$ cat src/verilog/spp_pkg.sv
// Constants for the special register paging and pointer block.
// Assumes a single core clock and an 8-bit direct register port from the core.
package spp_pkg;
   // ==========================================================================
   // Addresses
   localparam logic [7:0] SPP_SFR_LO      = 8'h80;
   localparam logic [7:0] SPP_SFR_HI      = 8'hFF;
   localparam logic [7:0] SPP_ADDR_SP     = 8'h81;
   localparam logic [7:0] SPP_ADDR_DPL    = 8'h82;
   localparam logic [7:0] SPP_ADDR_DPH    = 8'h83;
   localparam logic [7:0] SPP_ADDR_PAGE   = 8'hA7;
   localparam logic [7:0] SPP_ADDR_NEXT   = 8'hA8;
   localparam logic [7:0] SPP_ADDR_LAST   = 8'hA9;
   localparam logic [7:0] SPP_ADDR_PGCN   = 8'hAA;
   // Pages that hold registers.
   localparam logic [7:0] SPP_PAGE_0      = 8'h00;
   localparam logic [7:0] SPP_PAGE_F      = 8'h0F;
   // ==========================================================================
   // Fields and reset values
   localparam int         SPP_PGEN_BIT    = 0;
   localparam logic [7:0] SPP_RST_SP      = 8'h07;
   localparam logic [7:0] SPP_RST_BYTE    = 8'h00;
   localparam logic       SPP_RST_PGEN    = 1'b1;
   localparam logic [7:0] SPP_EMPTY_PAGE  = 8'h00;
   // ==========================================================================
   // Sequencer states of the stack
   typedef enum logic [2:0]
   {
      SPP_IDLE = 3'b001,
      SPP_PUSH = 3'b010,
      SPP_POP  = 3'b100
   } spp_op_e;
endpackage : spp_pkg

$ cat src/verilog/spp_paging.sv
// Special register paging with a three-entry page stack, plus pointer bytes.
// Assumes the core gives one-cycle pulses for interrupt entry and return,
// and a direct register port with read and write strobes on sys_clk.
//
// Notes on behaviour
// - Direct addresses 0x80-0xFF decode together with an 8-bit page number.
// - Only pages 0x00 and 0x0F hold paged registers.
// - With auto paging on, interrupt entry loads the source's flag page.
// - Stack is current page on top, middle next, bottom last.
// - Entry shifts middle to bottom and current to middle, then loads.
// - Interrupt return moves middle into current page.
// - Return moves bottom into middle; bottom becomes 0x00 when emptied.
// - Rewritten middle and bottom values are restored on return.
// - Software writes to stack entries never push or pop.
// - Push only on interrupt entry, pop only on interrupt return.
// - Auto paging enable bit lives in page control, set at reset.
// - Auto paging disabled means no page switch, push or pop.
// - Some registers answer on every page regardless of current page.
// - Current page writes are accepted unless a push or pop falls in the same cycle, and steer later accesses.
// - All three stack entries are readable and writable.
// - Pointer low byte forms bits 7:0 of the 16-bit data pointer.
// - Pointer high byte forms bits 15:8 of the 16-bit data pointer.
// - Stack pointer resets to 0x07.
// - Pointer bytes and stack pointer sit at 0x82, 0x83, 0x81 on every page.
// - Current page register at 0xA7, every page, resets to zero.
`timescale 1ns/1ps
module spp_paging
   import spp_pkg::*;
(
   input  wire logic        sys_clk,
   input  wire logic        rst_n,
   input  wire logic [7:0]  sfr_addr,
   input  wire logic        sfr_wr,
   input  wire logic        sfr_rd,
   input  wire logic [7:0]  sfr_wdata,
   output logic      [7:0]  sfr_rdata,
   output logic             sfr_hit,
   input  wire logic        irq_enter,
   input  wire logic [7:0]  irq_page,
   input  wire logic        irq_return,
   input  wire logic        sp_inc,
   input  wire logic        sp_dec,
   output logic      [7:0]  stack_pointer,
   output logic      [15:0] data_pointer_16,
   output logic      [7:0]  current_page_reg,
   output logic             page_0_sel,
   output logic             page_f_sel,
   output logic             auto_page_enable
);
   import spp_pkg::*;

   // ==========================================================================
   // Address decode
   logic [7:0] page_stack_middle;
   logic [7:0] page_stack_bottom;
   logic [7:0] cur_q;
   logic       pgen_q;
   logic [7:0] sp_q;
   logic [7:0] dpl_w;
   logic [7:0] dph_w;

   // Global registers ignore the page, so they win the decode first.
   wire in_sfr   = (sfr_addr >= SPP_SFR_LO);
   wire hit_sp   = (sfr_addr == SPP_ADDR_SP);
   wire hit_dpl  = (sfr_addr == SPP_ADDR_DPL);
   wire hit_dph  = (sfr_addr == SPP_ADDR_DPH);
   wire hit_page = (sfr_addr == SPP_ADDR_PAGE);
   wire hit_next = (sfr_addr == SPP_ADDR_NEXT);
   wire hit_last = (sfr_addr == SPP_ADDR_LAST);
   wire hit_pgcn = (sfr_addr == SPP_ADDR_PGCN);
   wire hit_glob = hit_sp | hit_dpl | hit_dph | hit_page | hit_next
                 | hit_last | hit_pgcn;

   // ==========================================================================
   // Stack sequencing
   // Entry and return act only while auto paging is on.
   wire do_push  = irq_enter  & pgen_q;
   wire do_pop   = irq_return & pgen_q & ~irq_enter;
   spp_op_e op;
   assign op = do_push ? SPP_PUSH : (do_pop ? SPP_POP : SPP_IDLE);

   wire wr_sp    = sfr_wr & hit_sp;
   wire wr_dpl   = sfr_wr & hit_dpl;
   wire wr_dph   = sfr_wr & hit_dph;
   wire wr_page  = sfr_wr & hit_page;
   wire wr_next  = sfr_wr & hit_next;
   wire wr_last  = sfr_wr & hit_last;
   wire wr_pgcn  = sfr_wr & hit_pgcn;

   logic [7:0] cur_d;
   logic [7:0] mid_d;
   logic [7:0] bot_d;
   logic       mid_ld;
   logic       bot_ld;

   // Next stack contents; a push or pop overrides a same-cycle write.
   always_comb
   begin
      cur_d  = cur_q;
      mid_d  = page_stack_middle;
      bot_d  = page_stack_bottom;
      mid_ld = 1'b0;
      bot_ld = 1'b0;
      case (op)
         SPP_PUSH:
         begin
            bot_d  = page_stack_middle;
            mid_d  = cur_q;
            cur_d  = irq_page;
            mid_ld = 1'b1;
            bot_ld = 1'b1;
         end
         SPP_POP:
         begin
            cur_d  = page_stack_middle;
            mid_d  = page_stack_bottom;
            bot_d  = SPP_EMPTY_PAGE;
            mid_ld = 1'b1;
            bot_ld = 1'b1;
         end
         default:
         begin
            // Plain writes only touch their own entry.
            if (wr_page)
               cur_d = sfr_wdata;
            if (wr_next)
            begin
               mid_d  = sfr_wdata;
               mid_ld = 1'b1;
            end
            if (wr_last)
            begin
               bot_d  = sfr_wdata;
               bot_ld = 1'b1;
            end
         end
      endcase
   end

   // ==========================================================================
   // Registers
   // Middle and bottom share one storage cell type.
   spp_byte_reg #(.RST_VAL(SPP_RST_BYTE)) u_mid
   (
      .sys_clk (sys_clk),
      .rst_n   (rst_n),
      .load    (mid_ld),
      .din     (mid_d),
      .dout    (page_stack_middle)
   );
   spp_byte_reg #(.RST_VAL(SPP_RST_BYTE)) u_bot
   (
      .sys_clk (sys_clk),
      .rst_n   (rst_n),
      .load    (bot_ld),
      .din     (bot_d),
      .dout    (page_stack_bottom)
   );
   spp_byte_reg #(.RST_VAL(SPP_RST_BYTE)) u_dpl
   (
      .sys_clk (sys_clk),
      .rst_n   (rst_n),
      .load    (wr_dpl),
      .din     (sfr_wdata),
      .dout    (dpl_w)
   );
   spp_byte_reg #(.RST_VAL(SPP_RST_BYTE)) u_dph
   (
      .sys_clk (sys_clk),
      .rst_n   (rst_n),
      .load    (wr_dph),
      .din     (sfr_wdata),
      .dout    (dph_w)
   );

   // Stack pointer pre-increments for a push; a software write wins.
   wire [7:0] sp_d = wr_sp  ? sfr_wdata
                   : sp_inc ? 8'(sp_q + 8'h01)
                   : sp_dec ? 8'(sp_q - 8'h01)
                   : sp_q;

   // Top of stack, enable and stack pointer.
   always_ff @(posedge sys_clk)
   begin
      if (!rst_n)
      begin
         cur_q  <= SPP_RST_BYTE;
         pgen_q <= SPP_RST_PGEN;
         sp_q   <= SPP_RST_SP;
      end
      else
      begin
         cur_q  <= cur_d;
         sp_q   <= sp_d;
         if (wr_pgcn)
            pgen_q <= sfr_wdata[SPP_PGEN_BIT];
      end
   end

   // ==========================================================================
   // Read mux
   // Unmapped or unpopulated addresses read zero and report no hit.
   wire [7:0] rd_mux = hit_sp   ? sp_q
                     : hit_dpl  ? dpl_w
                     : hit_dph  ? dph_w
                     : hit_page ? cur_q
                     : hit_next ? page_stack_middle
                     : hit_last ? page_stack_bottom
                     : hit_pgcn ? {7'h00, pgen_q}
                     : 8'h00;

   // Registered outputs, one cycle after the strobe.
   always_ff @(posedge sys_clk)
   begin
      if (!rst_n)
      begin
         sfr_rdata        <= 8'h00;
         sfr_hit          <= 1'b0;
         stack_pointer    <= SPP_RST_SP;
         data_pointer_16  <= 16'h0000;
         current_page_reg <= SPP_RST_BYTE;
         page_0_sel       <= 1'b1;
         page_f_sel       <= 1'b0;
         auto_page_enable <= SPP_RST_PGEN;
      end
      else
      begin
         sfr_rdata        <= sfr_rd ? rd_mux : 8'h00;
         sfr_hit          <= (sfr_rd | sfr_wr) & in_sfr & hit_glob;
         stack_pointer    <= sp_d;
         data_pointer_16  <= {(wr_dph ? sfr_wdata : dph_w),
                               (wr_dpl ? sfr_wdata : dpl_w)};
         current_page_reg <= cur_d;
         page_0_sel       <= (cur_d == SPP_PAGE_0);
         page_f_sel       <= (cur_d == SPP_PAGE_F);
         auto_page_enable <= wr_pgcn ? sfr_wdata[SPP_PGEN_BIT] : pgen_q;
      end
   end

   // ==========================================================================
   // Checks
   property p_push;
      @(posedge sys_clk) disable iff (!rst_n)
      (irq_enter && pgen_q) |=> (cur_q == $past(irq_page))
         && (page_stack_middle == $past(cur_q))
         && (page_stack_bottom == $past(page_stack_middle));
   endproperty
   a_push: assert property (p_push) else $error("push wrong");

   property p_pop;
      @(posedge sys_clk) disable iff (!rst_n)
      (irq_return && !irq_enter && pgen_q) |=> (cur_q == $past(page_stack_middle))
         && (page_stack_middle == $past(page_stack_bottom))
         && (page_stack_bottom == SPP_EMPTY_PAGE);
   endproperty
   a_pop: assert property (p_pop) else $error("pop wrong");

   property p_off;
      @(posedge sys_clk) disable iff (!rst_n)
      (!pgen_q && (irq_enter || irq_return) && !sfr_wr) |=> $stable(cur_q)
         && $stable(page_stack_middle) && $stable(page_stack_bottom);
   endproperty
   a_off: assert property (p_off) else $error("stack moved while off");

   property p_wr_next;
      @(posedge sys_clk) disable iff (!rst_n)
      (wr_next && !irq_enter && !irq_return) |=> (page_stack_middle == $past(sfr_wdata))
         && $stable(cur_q) && $stable(page_stack_bottom);
   endproperty
   a_wr_next: assert property (p_wr_next) else $error("next write");

   property p_wr_page;
      @(posedge sys_clk) disable iff (!rst_n)
      (wr_page && !irq_enter && !irq_return) |=> (current_page_reg == $past(sfr_wdata));
   endproperty
   a_wr_page: assert property (p_wr_page) else $error("page write");

   property p_prio;
      @(posedge sys_clk) disable iff (!rst_n)
      ((wr_last || wr_next) && irq_enter && pgen_q) |=>
         (page_stack_bottom == $past(page_stack_middle))
         && (page_stack_middle == $past(cur_q));
   endproperty
   a_prio: assert property (p_prio) else $error("write beat push");

   property p_sp_inc;
      @(posedge sys_clk) disable iff (!rst_n)
      (sp_inc && !wr_sp) |=> (sp_q == 8'($past(sp_q) + 8'h01));
   endproperty
   a_sp_inc: assert property (p_sp_inc) else $error("sp inc");

   property p_data_pointer_16;
      @(posedge sys_clk) disable iff (!rst_n)
      wr_dpl |=> (data_pointer_16[7:0] == $past(sfr_wdata)) ##1
         (data_pointer_16[7:0] == dpl_w);
   endproperty
   a_data_pointer_16: assert property (p_data_pointer_16) else $error("pointer low");

   property p_rd_sp;
      @(posedge sys_clk) disable iff (!rst_n)
      (sfr_rd && hit_sp) |=> (sfr_rdata == $past(sp_q)) && sfr_hit;
   endproperty
   a_rd_sp: assert property (p_rd_sp) else $error("sp read");

   c_push: cover property (@(posedge sys_clk) disable iff (!rst_n) do_push ##[1:20] do_pop);
   c_nest: cover property (@(posedge sys_clk) disable iff (!rst_n) do_push ##[1:9] do_push);
   c_off:  cover property (@(posedge sys_clk) disable iff (!rst_n) !pgen_q && irq_enter);
endmodule : spp_paging

$ cat src/verilog/spp_byte_reg.sv
// One 8-bit register with load enable and synchronous reset value.
// Assumes rst_n is synchronous to sys_clk.
`timescale 1ns/1ps
module spp_byte_reg #(
   parameter logic [7:0] RST_VAL = 8'h00
)(
   input  wire logic       sys_clk,
   input  wire logic       rst_n,
   input  wire logic       load,
   input  wire logic [7:0] din,
   output logic      [7:0] dout
);
   // ==========================================================================
   // Storage
   // Holds its value unless loaded.
   always_ff @(posedge sys_clk)
   begin
      if (!rst_n)
         dout <= RST_VAL;
      else if (load)
         dout <= din;
   end
endmodule : spp_byte_reg

$ cat config.mk
export PLATFORM = sky130hd
export DESIGN_NAME = spp_paging
export DESIGN_NICKNAME = d
export VERILOG_FILES = /design/src/verilog/spp_pkg.sv /design/src/verilog/spp_paging.sv /design/src/verilog/spp_byte_reg.sv
export SDC_FILE = /design/constraint.sdc
export NUM_CORES = 1
export LEC_CHECK = 0
export BUFFER_PORTS_ARGS = -buffer_cell sky130_fd_sc_hd__buf_2
export CAP_MARGIN = 20
export CORE_MARGIN = 2
export CORE_UTILIZATION = 45
export CTS_CLUSTER_SIZE = 8
export DETAILED_ROUTE_END_ITERATION = 6
export PLACE_DENSITY = 0.67
export RECOVER_POWER = 50
export SLEW_MARGIN = 20
export SYNTH_ARGS = -nofsm -noshare
export SYNTH_HDL_FRONTEND = slang
export SYNTH_SLANG_ARGS = --single-unit
$ cat constraint.sdc
create_clock -name sys_clk -period 2.1 [get_ports sys_clk]
set_clock_uncertainty 0.2 [all_clocks]
set_input_delay 0.105 -clock sys_clk [delete_from_list [all_inputs] [get_ports sys_clk]]
set_output_delay 0.105 -clock sys_clk [all_outputs]
set_load 0.02 [all_outputs]
==> reports/results.tsv, run 1 <==
stage	metric	value	unit
status	outcome	finished, final reports clean	
timing	Setup TNS Final	0	ns
routing	via count	3696	
grt	largest net degree at the start of global routing	38	
final_layout	Multi-input gate area	2120	um2
timing	Slew Limit Fails	0	
setup_path	CP Capture Type	flip-flop	
pwr	switching power	1.05	mW
timing	Tmin final	2.00	ns
grt	grt total ovfl	0	
pwr	Int Power	2.33	mW
logic_synthesis	synthesized area	3510	um2
hold_path	hold_sp	irq_page[1]	
routing	DRC viols	0	
pwr	Comb power frac	0.230	
hold_path	Hold WC Path Type	in2reg	
routing	total wire length	11.7	mm
cts	clock transition at the registers of the reported paths	0.07	ns
setup_path	WP data required	2.19	ns
floorplan	core area	7650	um2
timing	final hold vios	0	
routing	vias per inst	5.90	
pwr	Power Total	3.38	mW
logic_synthesis	#FFs+latches synth	60	
logic_synthesis	top_reg_cell synth	dfxtp_1	
setup_path	worst reg2reg startpoint	stack_pointer[1]	
timing	Tcrit/Tclk final	0.951	
setup_path	CP Data Arrival Time	2.09	ns
logic_synthesis	top cell type's share of synthesized area	0.342	
setup_path	R2R cell count	6	
final_layout	nets	558	
logic_synthesis	Syn Nets	457	
final_layout	Fill cells	757	
pwr	VDD IR max	345	uV
cts	root buffer cell	clkbuf_8	
logic_synthesis	synthesized area per cell	8.40	um2
pwr	Flop pwr share	0.381	
floorplan	Die Height	92.3	um
final_layout	storage element area	1200	um2
pwr	switch share	0.311	
cts	worst skew pair latency	0.35	ns
setup_path	R2R Setup Slk	0.10	ns
floorplan	Die Area	8520	um2
hold_path	Hold Path End	current_page_reg[1]	
grt	busiest grt layer	met2	
cts	CTS tree	built	
pwr	power per cell area	760	nW/um2
logic_synthesis	Cell variety after synth	64	
setup_path	CP max FO	5	
floorplan	width of the die	92.3	um
setup_path	FF-to-FF End	stack_pointer[7]	
grt	GRT met1 Usage	0.373	
routing	antenna viol nets, final	0	
grt	gr usage total	0.278	
place	Place WS	0.0665	ns
pwr	Leakage Power	1.81	nW
job	number of max-cap violations	0	
place	detailed placement HPWL	8.48	mm
grt	first-pass GRT wire length	18.4	mm
timing	Max-slew headroom	0.448	
floorplan	FP Rows	32	
floorplan	I/O pin count	76	
cts	H-tree lvl count	3	
grt	met3 Track Usage GR	0.0618	
logic_synthesis	Post-synth top cells	60 x dfxtp_1, 44 x nor2_1, 30 x a21oi_1, 29 x nand2_1, 21 x clkbuf_1	
grt	antenna violations before repair	0	
setup_path	CP startpoint kind	flip-flop	
hold_path	worst hold stages	5	
routing	DR pass1 iterations	5	
final_layout	Layout Area Growth over Synthesis	26.6	%
cts	Num Clock Sinks	60	
place	RePlAce Congestion	0.947	
logic_synthesis	area leader, netlist	dfxtp_1	
setup_path	critical path type	reg2reg	
timing	final worst setup slack	0.102	ns
timing	Final setup viols	0	
timing	worst-margin pin slew	0.827	ns
floorplan	initial core utilization	0.459	
place	PortBufs	75	
cts	CTS Buf Count	9	
pwr	clock power share	0.390	
grt	vias in the first global route	3451	
logic_synthesis	Syn Inst Count	418	
routing	wire length per cell	18.7	um
logic_synthesis	synth top area cells	dfxtp_1 34%, mux2i_1 5.1%, nor2_1 4.7%	
final_layout	share of cells above drive strength 1	0.183	
logic_synthesis	EDFF count, synth	0	
grt	GRT met2 Usage	0.439	
routing	1st-iter DRT viols	223	
final_layout	antenna diode count	0	
logic_synthesis	Yosys warning count	0	
logic_synthesis	Synth async-reset ratio	0	
cts	Clock Path Buffers	2	
logic_synthesis	count leader, synth	dfxtp_1	
timing	Fmax	501	MHz
timing	RSZ-0062 raised after global routing	false	
logic_synthesis	sequential element share of the synthesized area	0.342	
==> metal layers <==
layer  routed length, um  share of wire
met3                 804          0.069
met4                 235          0.020
met2                5410           0.46
met1                5240           0.45
met5                   0              0
==> area by class of cell <==
| type | instances | area share |
|---|---|---|
| clock inverters | 7 | 0.0279 |
| flip-flops and latches | 60 | 0.271 |
| multi-input cells | 314 | 0.477 |
| repair buffers | 120 | 0.157 |
| clock buffers | 9 | 0.0279 |
| inverters | 14 | 0.0118 |
| well taps | 102 | 0.0287 |
==> kinds of logic (layout without fill, tap and decap cells) <==
family / after synthesis / in the layout / synth area share
AND/OR/NAND/NOR: 142 / 142 / 0.219
XOR/XNOR: 4 / 4 / 0.00998
buffers and inverters: 44 / 150 / 0.0542
flip-flops: 60 / 60 / 0.342
AO/OA/AOI/OAI: 135 / 135 / 0.270
adder cells (fa/ha/maj): 7 / 7 / 0.0271
multiplexers: 26 / 26 / 0.0770
==> worst max-delay path by stage <==
stage	slack, ns	end	cells past startpoint	startpoint
after global placement	0.08	stack_pointer[7]	8	sp_inc
after floorplan	0.14	stack_pointer[7]	6	stack_pointer[1]
after CTS	0.09	page_0_sel	5	auto_page_enable
after detailed placement	0.07	stack_pointer[7]	8	sp_inc
final	0.10	stack_pointer[7]	6	stack_pointer[1]
after global routing	0.0008	stack_pointer[7]	6	stack_pointer[1]
==> cell usage in the layout, fill, tap and decap left out, drive strengths merged, types with 15 or more instances in the layout <==
master,synthesis,layout
nand2,29,29
nor2,44,44
dlygate4sd3,0,15
clkbuf,21,52
mux2i,18,18
buf,9,62
a21oi,30,30
nand3,15,15
a211oi,15,15
dfxtp,60,60
==> per-stage QoR <==
stage | std cells | util | instance area [um2] | hold slack, ns
6_report | 626 | 0.581 | 4440 | 0.0124
5_1_grt | 626 | 0.581 | 4440 | 0.0526
4_1_cts | 626 | 0.588 | 4500 | 0.00189
3_5_place_dp | 595 | 0.536 | 4100 | 0.229
3_3_place_gp | 595 | 0.536 | 4100 | 0.235
2_1_floorplan | 418 | - | 3510 | 0.0335
==> worst max-delay path, stage by stage (launching register included) <==
cell and delay, ns:
dfxtp_1 0.42, ha_1 0.26, a21oi_1 0.31, o2111ai_1 0.18, o211a_1 0.16, or3_1 0.34, nand3_1 0.08
==> power by group through the flow <==
stage / registers (mW) / logic (mW) / clock network [mW]
6_report: 1.29 / 0.775 / 1.32
5_1_grt: 1.29 / 0.850 / 1.39
4_1_cts: 1.28 / 0.784 / 1.33
3_5_place_dp: 1.31 / 0.756 / 0
3_3_place_gp: 1.31 / 0.753 / 0
2_1_floorplan: 1.35 / 0.452 / 0
==> repair_timing <==
item	4_1_cts	5_1_grt
buffers inserted	0	0
resized for setup	0	1
endpoints found under the setup margin	0	2
hold buffers	15	0
endpoints found under the hold margin	36	0
Power figures use the tool's default switching activity.
==> run 2, diff against run 1 <==
--- a/config.mk
+++ b/config.mk
@@ -12,7 +12,6 @@
 export CTS_CLUSTER_SIZE = 8
 export DETAILED_ROUTE_END_ITERATION = 6
 export PLACE_DENSITY = 0.67
-export RECOVER_POWER = 50
 export SLEW_MARGIN = 20
 export SYNTH_ARGS = -nofsm -noshare
 export SYNTH_HDL_FRONTEND = slang
==> reports/results.tsv, run 2 (synthesis gave the netlist of run 1 again) <==
stage	metric	value	unit	change
status	outcome	finished, final reports clean		
grt	gr usage total	0.278		unchanged
grt	first-pass GRT wire length	18.4	mm	unchanged
floorplan	Die Height	92.3	um	unchanged
place	RePlAce Congestion	0.947		unchanged
final_layout	nets	558		unchanged
cts	CTS tree	built		
grt	vias in the first global route	3451		unchanged
cts	worst skew pair latency	0.35	ns	about the same
pwr	power per cell area	754	nW/um2	-0.82%
pwr	Int Power	2.34	mW	+0.54%
routing	antenna viol nets, final	0		unchanged
final_layout	Layout Area Growth over Synthesis	28.2	%	
job	number of max-cap violations	0		unchanged
cts	Clock Path Buffers	2		unchanged
setup_path	slowest CP cell	dfxtp_1		
routing	DR pass1 iterations	5		unchanged
cts	root buffer cell	clkbuf_8		
floorplan	Die Area	8520	um2	unchanged
timing	Setup TNS Final	0	ns	unchanged
timing	Tmin final	2.00	ns	+0.000450 ns
routing	WL met1	5.20	mm	-0.67%
cts	H-tree lvl count	3		unchanged
floorplan	width of the die	92.3	um	unchanged
pwr	VDD IR max	345	uV	-0.24%
timing	Fmax	500	MHz	about the same
final_layout	commonest non-fill, non-tap cell in the layout	buf_2		
pwr	switching power	1.05	mW	+0.11%
routing	max layer used	met4		
hold_path	Hold WC Path Type	in2reg		
routing	wire length on met2	5.39	mm	-0.33%
place	detailed placement HPWL	8.48	mm	unchanged
timing	final hold vios	0		unchanged
routing	via count	3725		+0.78%
timing	Tcrit/Tclk final	0.951		about the same
setup_path	critical path type	reg2reg		
grt	largest net degree at the start of global routing	38		unchanged
setup_path	CP startpoint kind	flip-flop		
timing	Max-slew headroom	0.648		+0.200
grt	antenna violations before repair	0		unchanged
final_layout	post-layout util	0.588		+0.00720
routing	vias per inst	5.95		+0.78%
routing	wire length per cell	18.6	um	-0.19%
pwr	switch share	0.310		-0.000905
cts	clock transition at the registers of the reported paths	0.07	ns	about the same
pwr	clock power share	0.389		about the same
floorplan	FP Rows	32		unchanged
routing	1st-iter DRT viols	214		-4.0%
cts	CTS Buf Count	9		unchanged
timing	Slew Limit Fails	0		unchanged
timing	RSZ-0062 raised after global routing	false		
timing	worst-margin pin slew	0.526	ns	-0.301 ns
setup_path	WP data required	2.19	ns	about the same
setup_path	CP max FO	5		unchanged
floorplan	I/O pin count	76		unchanged
routing	metal3 WL	842	um	+4.7%
setup_path	CP bufs+invs	0		unchanged
timing	Final setup viols	0		unchanged
place	PortBufs	75		unchanged
pwr	Comb power frac	0.232		+0.002
setup_path	Crit path largest cell delay	0.42	ns	about the same
pwr	Flop pwr share	0.379		-0.002
cts	Num Clock Sinks	60		unchanged
setup_path	CP Capture Type	flip-flop		
pwr	Leakage Power	1.99	nW	+9.5%
final_layout	share of cells above drive strength 1	0.263		+0.0802
final_layout	antenna diode count	0		unchanged
setup_path	crit-path cells	ha_1, a21oi_1, o2111ai_1, o211a_1, or3_1, nand3_1		
setup_path	CP Data Arrival Time	2.09	ns	about the same
routing	DRC viols	0		unchanged
grt	grt total ovfl	0		unchanged
final_layout	commonest non-fill, non-tap cells in the layout	75 x buf_2, 59 x dfxtp_1, 44 x nor2_1		
floorplan	core area	7650	um2	unchanged
floorplan	initial core utilization	0.459		unchanged
routing	total wire length	11.7	mm	-0.19%
setup_path	cell family with most CP delay	compound AO/OA/AOI/OAI gates		
## run 2: power by group through the flow
stage | sequential, mW | clock, mW | combinational (mW)
2_1_floorplan | 1.35 | 0 | 0.452
4_1_cts | 1.28 | 1.33 | 0.784
3_5_place_dp | 1.31 | 0 | 0.756
3_3_place_gp | 1.31 | 0 | 0.753
6_report | 1.28 | 1.32 | 0.788
5_1_grt | 1.29 | 1.39 | 0.862
## run 2: what timing repair did
action / in CTS / in global routing
buffers inserted: 0 / 0
gates resized for setup: 0 / 1
endpoints found under the hold margin: 36 / 0
setup endpoints to repair: 0 / 2
hold buffers: 15 / 0
## run 2: worst reg2reg max path, cell delays in order (launching register included)
cell and delay, ns:
dfxtp_1 0.42, ha_1 0.26, a21oi_1 0.31, o2111ai_1 0.18
o211a_1 0.16, or3_1 0.34, nand3_1 0.08
## run 2: layout make-up
type	instances	area (um2)
Fill cell	743	3150
Multi-Input combinational cell	314	2120
Sequential cell	60	1200
Timing Repair Buffer	120	751
Tap cell	102	128
Clock buffer	9	124
Clock inverter	7	124
Inverter	14	52.6
## run 2: per-layer routing
layer	track usage	vias to the layer above
met5	0	-
met4	0.103	0
met3	0.0618	21
met2	0.439	168
met1	0.373	1754
li1	-	1782
## run 2: worst paths after layout
kind / startpoint / to / slack [ns] / cells past startpoint
max: stack_pointer[1] / stack_pointer[7] / 0.10 / 6
min: irq_page[1] / current_page_reg[1] / 0.009 / 5
max reg2reg: stack_pointer[1] / stack_pointer[7] / 0.10 / 6
min reg2reg: u_mid.dout[0] / u_bot.dout[0] / 0.30 / 2
## run 2: metrics by stage
step	std cells	power [mW]	area, um2	setup slack [ns]	hold WS, ns
2_1_floorplan	418	1.80	3510	0.139	0.0335
4_1_cts	626	3.39	4500	0.0856	0.00189
3_3_place_gp	595	2.06	4100	0.0816	0.235
3_5_place_dp	595	2.06	4100	0.0665	0.229
6_report	626	3.39	4500	0.102	0.00931
5_1_grt	626	3.54	4500	0.000828	0.0526
==> run 3, diff against run 2 <==
--- a/config.mk
+++ b/config.mk
@@ -5,9 +5,10 @@
 export SDC_FILE = /design/constraint.sdc
 export NUM_CORES = 1
 export LEC_CHECK = 0
+export ABC_AREA = 1
 export BUFFER_PORTS_ARGS = -buffer_cell sky130_fd_sc_hd__buf_2
-export CAP_MARGIN = 20
-export CORE_MARGIN = 2
+export CAP_MARGIN = 40
+export CORE_MARGIN = 3
 export CORE_UTILIZATION = 45
 export CTS_CLUSTER_SIZE = 8
 export DETAILED_ROUTE_END_ITERATION = 6
==> reports/results.tsv, run 3 <==
stage	metric	value	unit	change
logic_synthesis	EDFF count, synth	0		unchanged
timing	Tcrit/Tclk final	0.935		-0.0160
floorplan	initial core utilization	0.479		+0.0201
place	RePlAce Congestion	0.898		-5.1%
final_layout	fin cells	694		+11%
floorplan	Die Area	8500	um2	-0.22%
logic_synthesis	synth top area cells	dfxtp_1 36%, nand2_1 12%, o21ai_0 9.7%		
place	placed cells	660		+11%
timing	Tmin final	1.96	ns	-0.0335 ns
setup_path	R2R Setup Slk	0.25	ns	+0.15 ns
place	detailed placement HPWL	7.71	mm	-9.1%
floorplan	core area	6980	um2	-8.7%
setup_path	critical path type	in2reg		
logic_synthesis	area leader, netlist	dfxtp_1		
logic_synthesis	#FFs+latches synth	60		unchanged
logic_synthesis	count leader, synth	nand2_1		
setup_path	WP data required	2.13	ns	-0.06 ns
timing	worst-margin pin slew	0.545	ns	+0.0184 ns
final_layout	antenna diode count	0		unchanged
place	post-placement cell area	3810	um2	-7.1%
cts	Clock Path Buffers	2		unchanged
cts	root buffer cell	clkbuf_8		
logic_synthesis	Syn Inst Count	496		+19%
pwr	Leakage Power	2.05	nW	+3.0%
logic_synthesis	sequential element share of the synthesized area	0.359		+0.0169
logic_synthesis	Cell variety after synth	38		-41%
logic_synthesis	Yosys warning count	0		unchanged
timing	final hold vios	0		unchanged
timing	Slew Limit Fails	0		unchanged
setup_path	CP Capture Type	flip-flop		
timing	Fmax	509	MHz	+1.7%
timing	Final setup viols	0		unchanged
routing	1st-iter DRT viols	259		+21%
logic_synthesis	synthesized area	3340	um2	-4.7%
setup_path	Crit path largest cell delay	0.53	ns	+0.11 ns
cts	clock transition at the registers of the reported paths	0.07	ns	about the same
routing	wire length per cell	14.8	um	-20%
floorplan	width of the die	92.2	um	-0.11%
timing	Max-slew headroom	0.637		-0.0114
place	PortBufs	75		unchanged
routing	antenna viol nets, final	0		unchanged
pwr	VDD IR max	524	uV	+52%
cts	worst skew pair latency	0.35	ns	about the same
final_layout	Layout Area Growth over Synthesis	25.8	%	
grt	vias in the first global route	3317		-3.9%
logic_synthesis	Syn Nets	535		+17%
timing	Fin Hold WS	0.0213	ns	+0.0120 ns
setup_path	CP Data Arrival Time	1.99	ns	-0.10 ns
logic_synthesis	top cell type's share of synthesized area	0.359		+0.0169
cts	CTS Buf Count	9		unchanged
timing	RSZ-0062 raised after global routing	false		
setup_path	slowest CP cell	dlygate4sd3_1		
setup_path	crit-path cells	dlygate4sd3_1, buf_2, inv_1, nor2_1, nand2_1, inv_1, nand2_1, o21ai_0, a211oi_1, nor2_1		
cts	H-tree lvl count	3		unchanged
pwr	power per cell area	727	nW/um2	-3.5%
routing	DR pass1 iterations	5		unchanged
cts	Num Clock Sinks	60		unchanged
floorplan	I/O pin count	76		unchanged
hold_path	Hold WC Path Type	in2reg		
timing	Setup TNS Final	0	ns	unchanged
logic_synthesis	Post-synth top cells	105 x nand2_1, 82 x inv_1, 65 x o21ai_0, 60 x dfxtp_1, 49 x a21oi_1		
grt	gr usage total	0.249		-0.0287
setup_path	CP bufs+invs	4		+4
logic_synthesis	synthesized area per cell	6.74	um2	-20%
routing	via count	3609		-3.1%
grt	antenna violations before repair	0		unchanged
routing	total wire length	10.3	mm	-12%
grt	first-pass GRT wire length	16.6	mm	-9.7%
final_layout	post-layout util	0.603		+0.0142
final_layout	share of cells above drive strength 1	0.201		-0.0627
cts	CTS tree	built		
setup_path	CP startpoint kind	input port		
logic_synthesis	top_reg_cell synth	dfxtp_1		
floorplan	FP Rows	30		-6.3%
status	outcome	finished, final reports clean		
floorplan	Die Height	92.2	um	-0.11%
final_layout	nets	632		+13%
final_layout	commonest non-fill, non-tap cell in the layout	nand2_1		
routing	vias per inst	5.20		-13%
grt	grt total ovfl	0		unchanged
setup_path	CP max FO	14		+9
job	number of max-cap violations	0		unchanged
final_layout	commonest non-fill, non-tap cells in the layout	103 x nand2_1, 82 x inv_1, 75 x buf_2		
routing	DRC viols	0		unchanged
logic_synthesis	Synth async-reset ratio	0		unchanged
final_layout	design area	4210	um2	-6.5%
grt	largest net degree at the start of global routing	21		-45%
setup_path	cell family with most CP delay	buffers and inverters		
[run 3: changes by cell type after synthesis, sizes merged, moves of 13 or more]
cell / before / now
nand2: 29 / 109
inv: 13 / 87
o21ai: 14 / 68
a21oi: 30 / 49
mux2i: 18 / 0
clkbuf: 21 / 5
a211oi: 15 / 1
a22oi: 13 / 0
[run 3: repair_timing]
| action | CTS | global route |
|---|---|---|
| endpoints found under the setup margin | 0 | 9 |
| gates resized for setup | 0 | 4 |
| setup buffers | 0 | 0 |
| hold endpoints to repair | 33 | 0 |
| hold buffers | 18 | 0 |
[run 3: per-layer routing]
metal,wire length (um),vias up,global-route usage
li1,-,1825,-
met1,4590,1611,0.346
met3,900,14,0.0500
met2,4660,159,0.391
met4,145,0,0.0755
met5,0,-,0
[run 3: worst register-to-register path: stages, from the launching register on]
cell and delay, ns:
dfxtp_1 0.41, nand2_1 0.17, nand2_2 0.17, inv_4 0.09
nand2_1 0.12, nand2_1 0.07, a21oi_1 0.25, nand2_1 0.09
nor2_1 0.12, nand2_1 0.06, nand2_1 0.05
[run 3: layout make-up]
| class | count | area (um2) |
|---|---|---|
| tap | 96 | 120 |
| timing repair buffer | 101 | 616 |
| clock inverter | 7 | 76.3 |
| sequential | 60 | 1200 |
| inverter | 87 | 329 |
| multi-input combinational | 334 | 1740 |
| clock buffer | 9 | 124 |
| fill | 682 | 2780 |
[run 3: cell families (layout without fill, tap and decap cells)]
group	after synthesis	count (layout)	share of synthesized area
flops	60	60	0.359
fa+ha+maj	7	7	0.0284
buf+inv	102	204	0.126
compound gates	149	149	0.246
xor+xnor	5	5	0.0131
simple gates	173	173	0.227
[run 3: path summary, 6_finish.rpt]
kind / from / cells after the start / endpoint
hold reg to reg: data_pointer_16[3] / 2 / data_pointer_16[3]
setup / recovery: sfr_addr[7] / 10 / sfr_rdata[4]
hold / removal: sp_dec / 4 / stack_pointer[0]
setup reg to reg: auto_page_enable / 10 / page_0_sel
[run 3: metrics by stage]
stage | power, mW | setup slack (ns)
global route | 3.22 | 0.00588
floorplan | 1.76 | 0.370
global placement | 1.98 | 0.156
CTS | 3.06 | 0.158
finish | 3.06 | 0.135
detailed placement | 1.99 | 0.204
[run 3: power breakdown]
group          total [mW]  internal [mW]  switching, mW
clock                1.06          0.553          0.510
combinational       0.720          0.275          0.445
sequential           1.28           1.21         0.0685
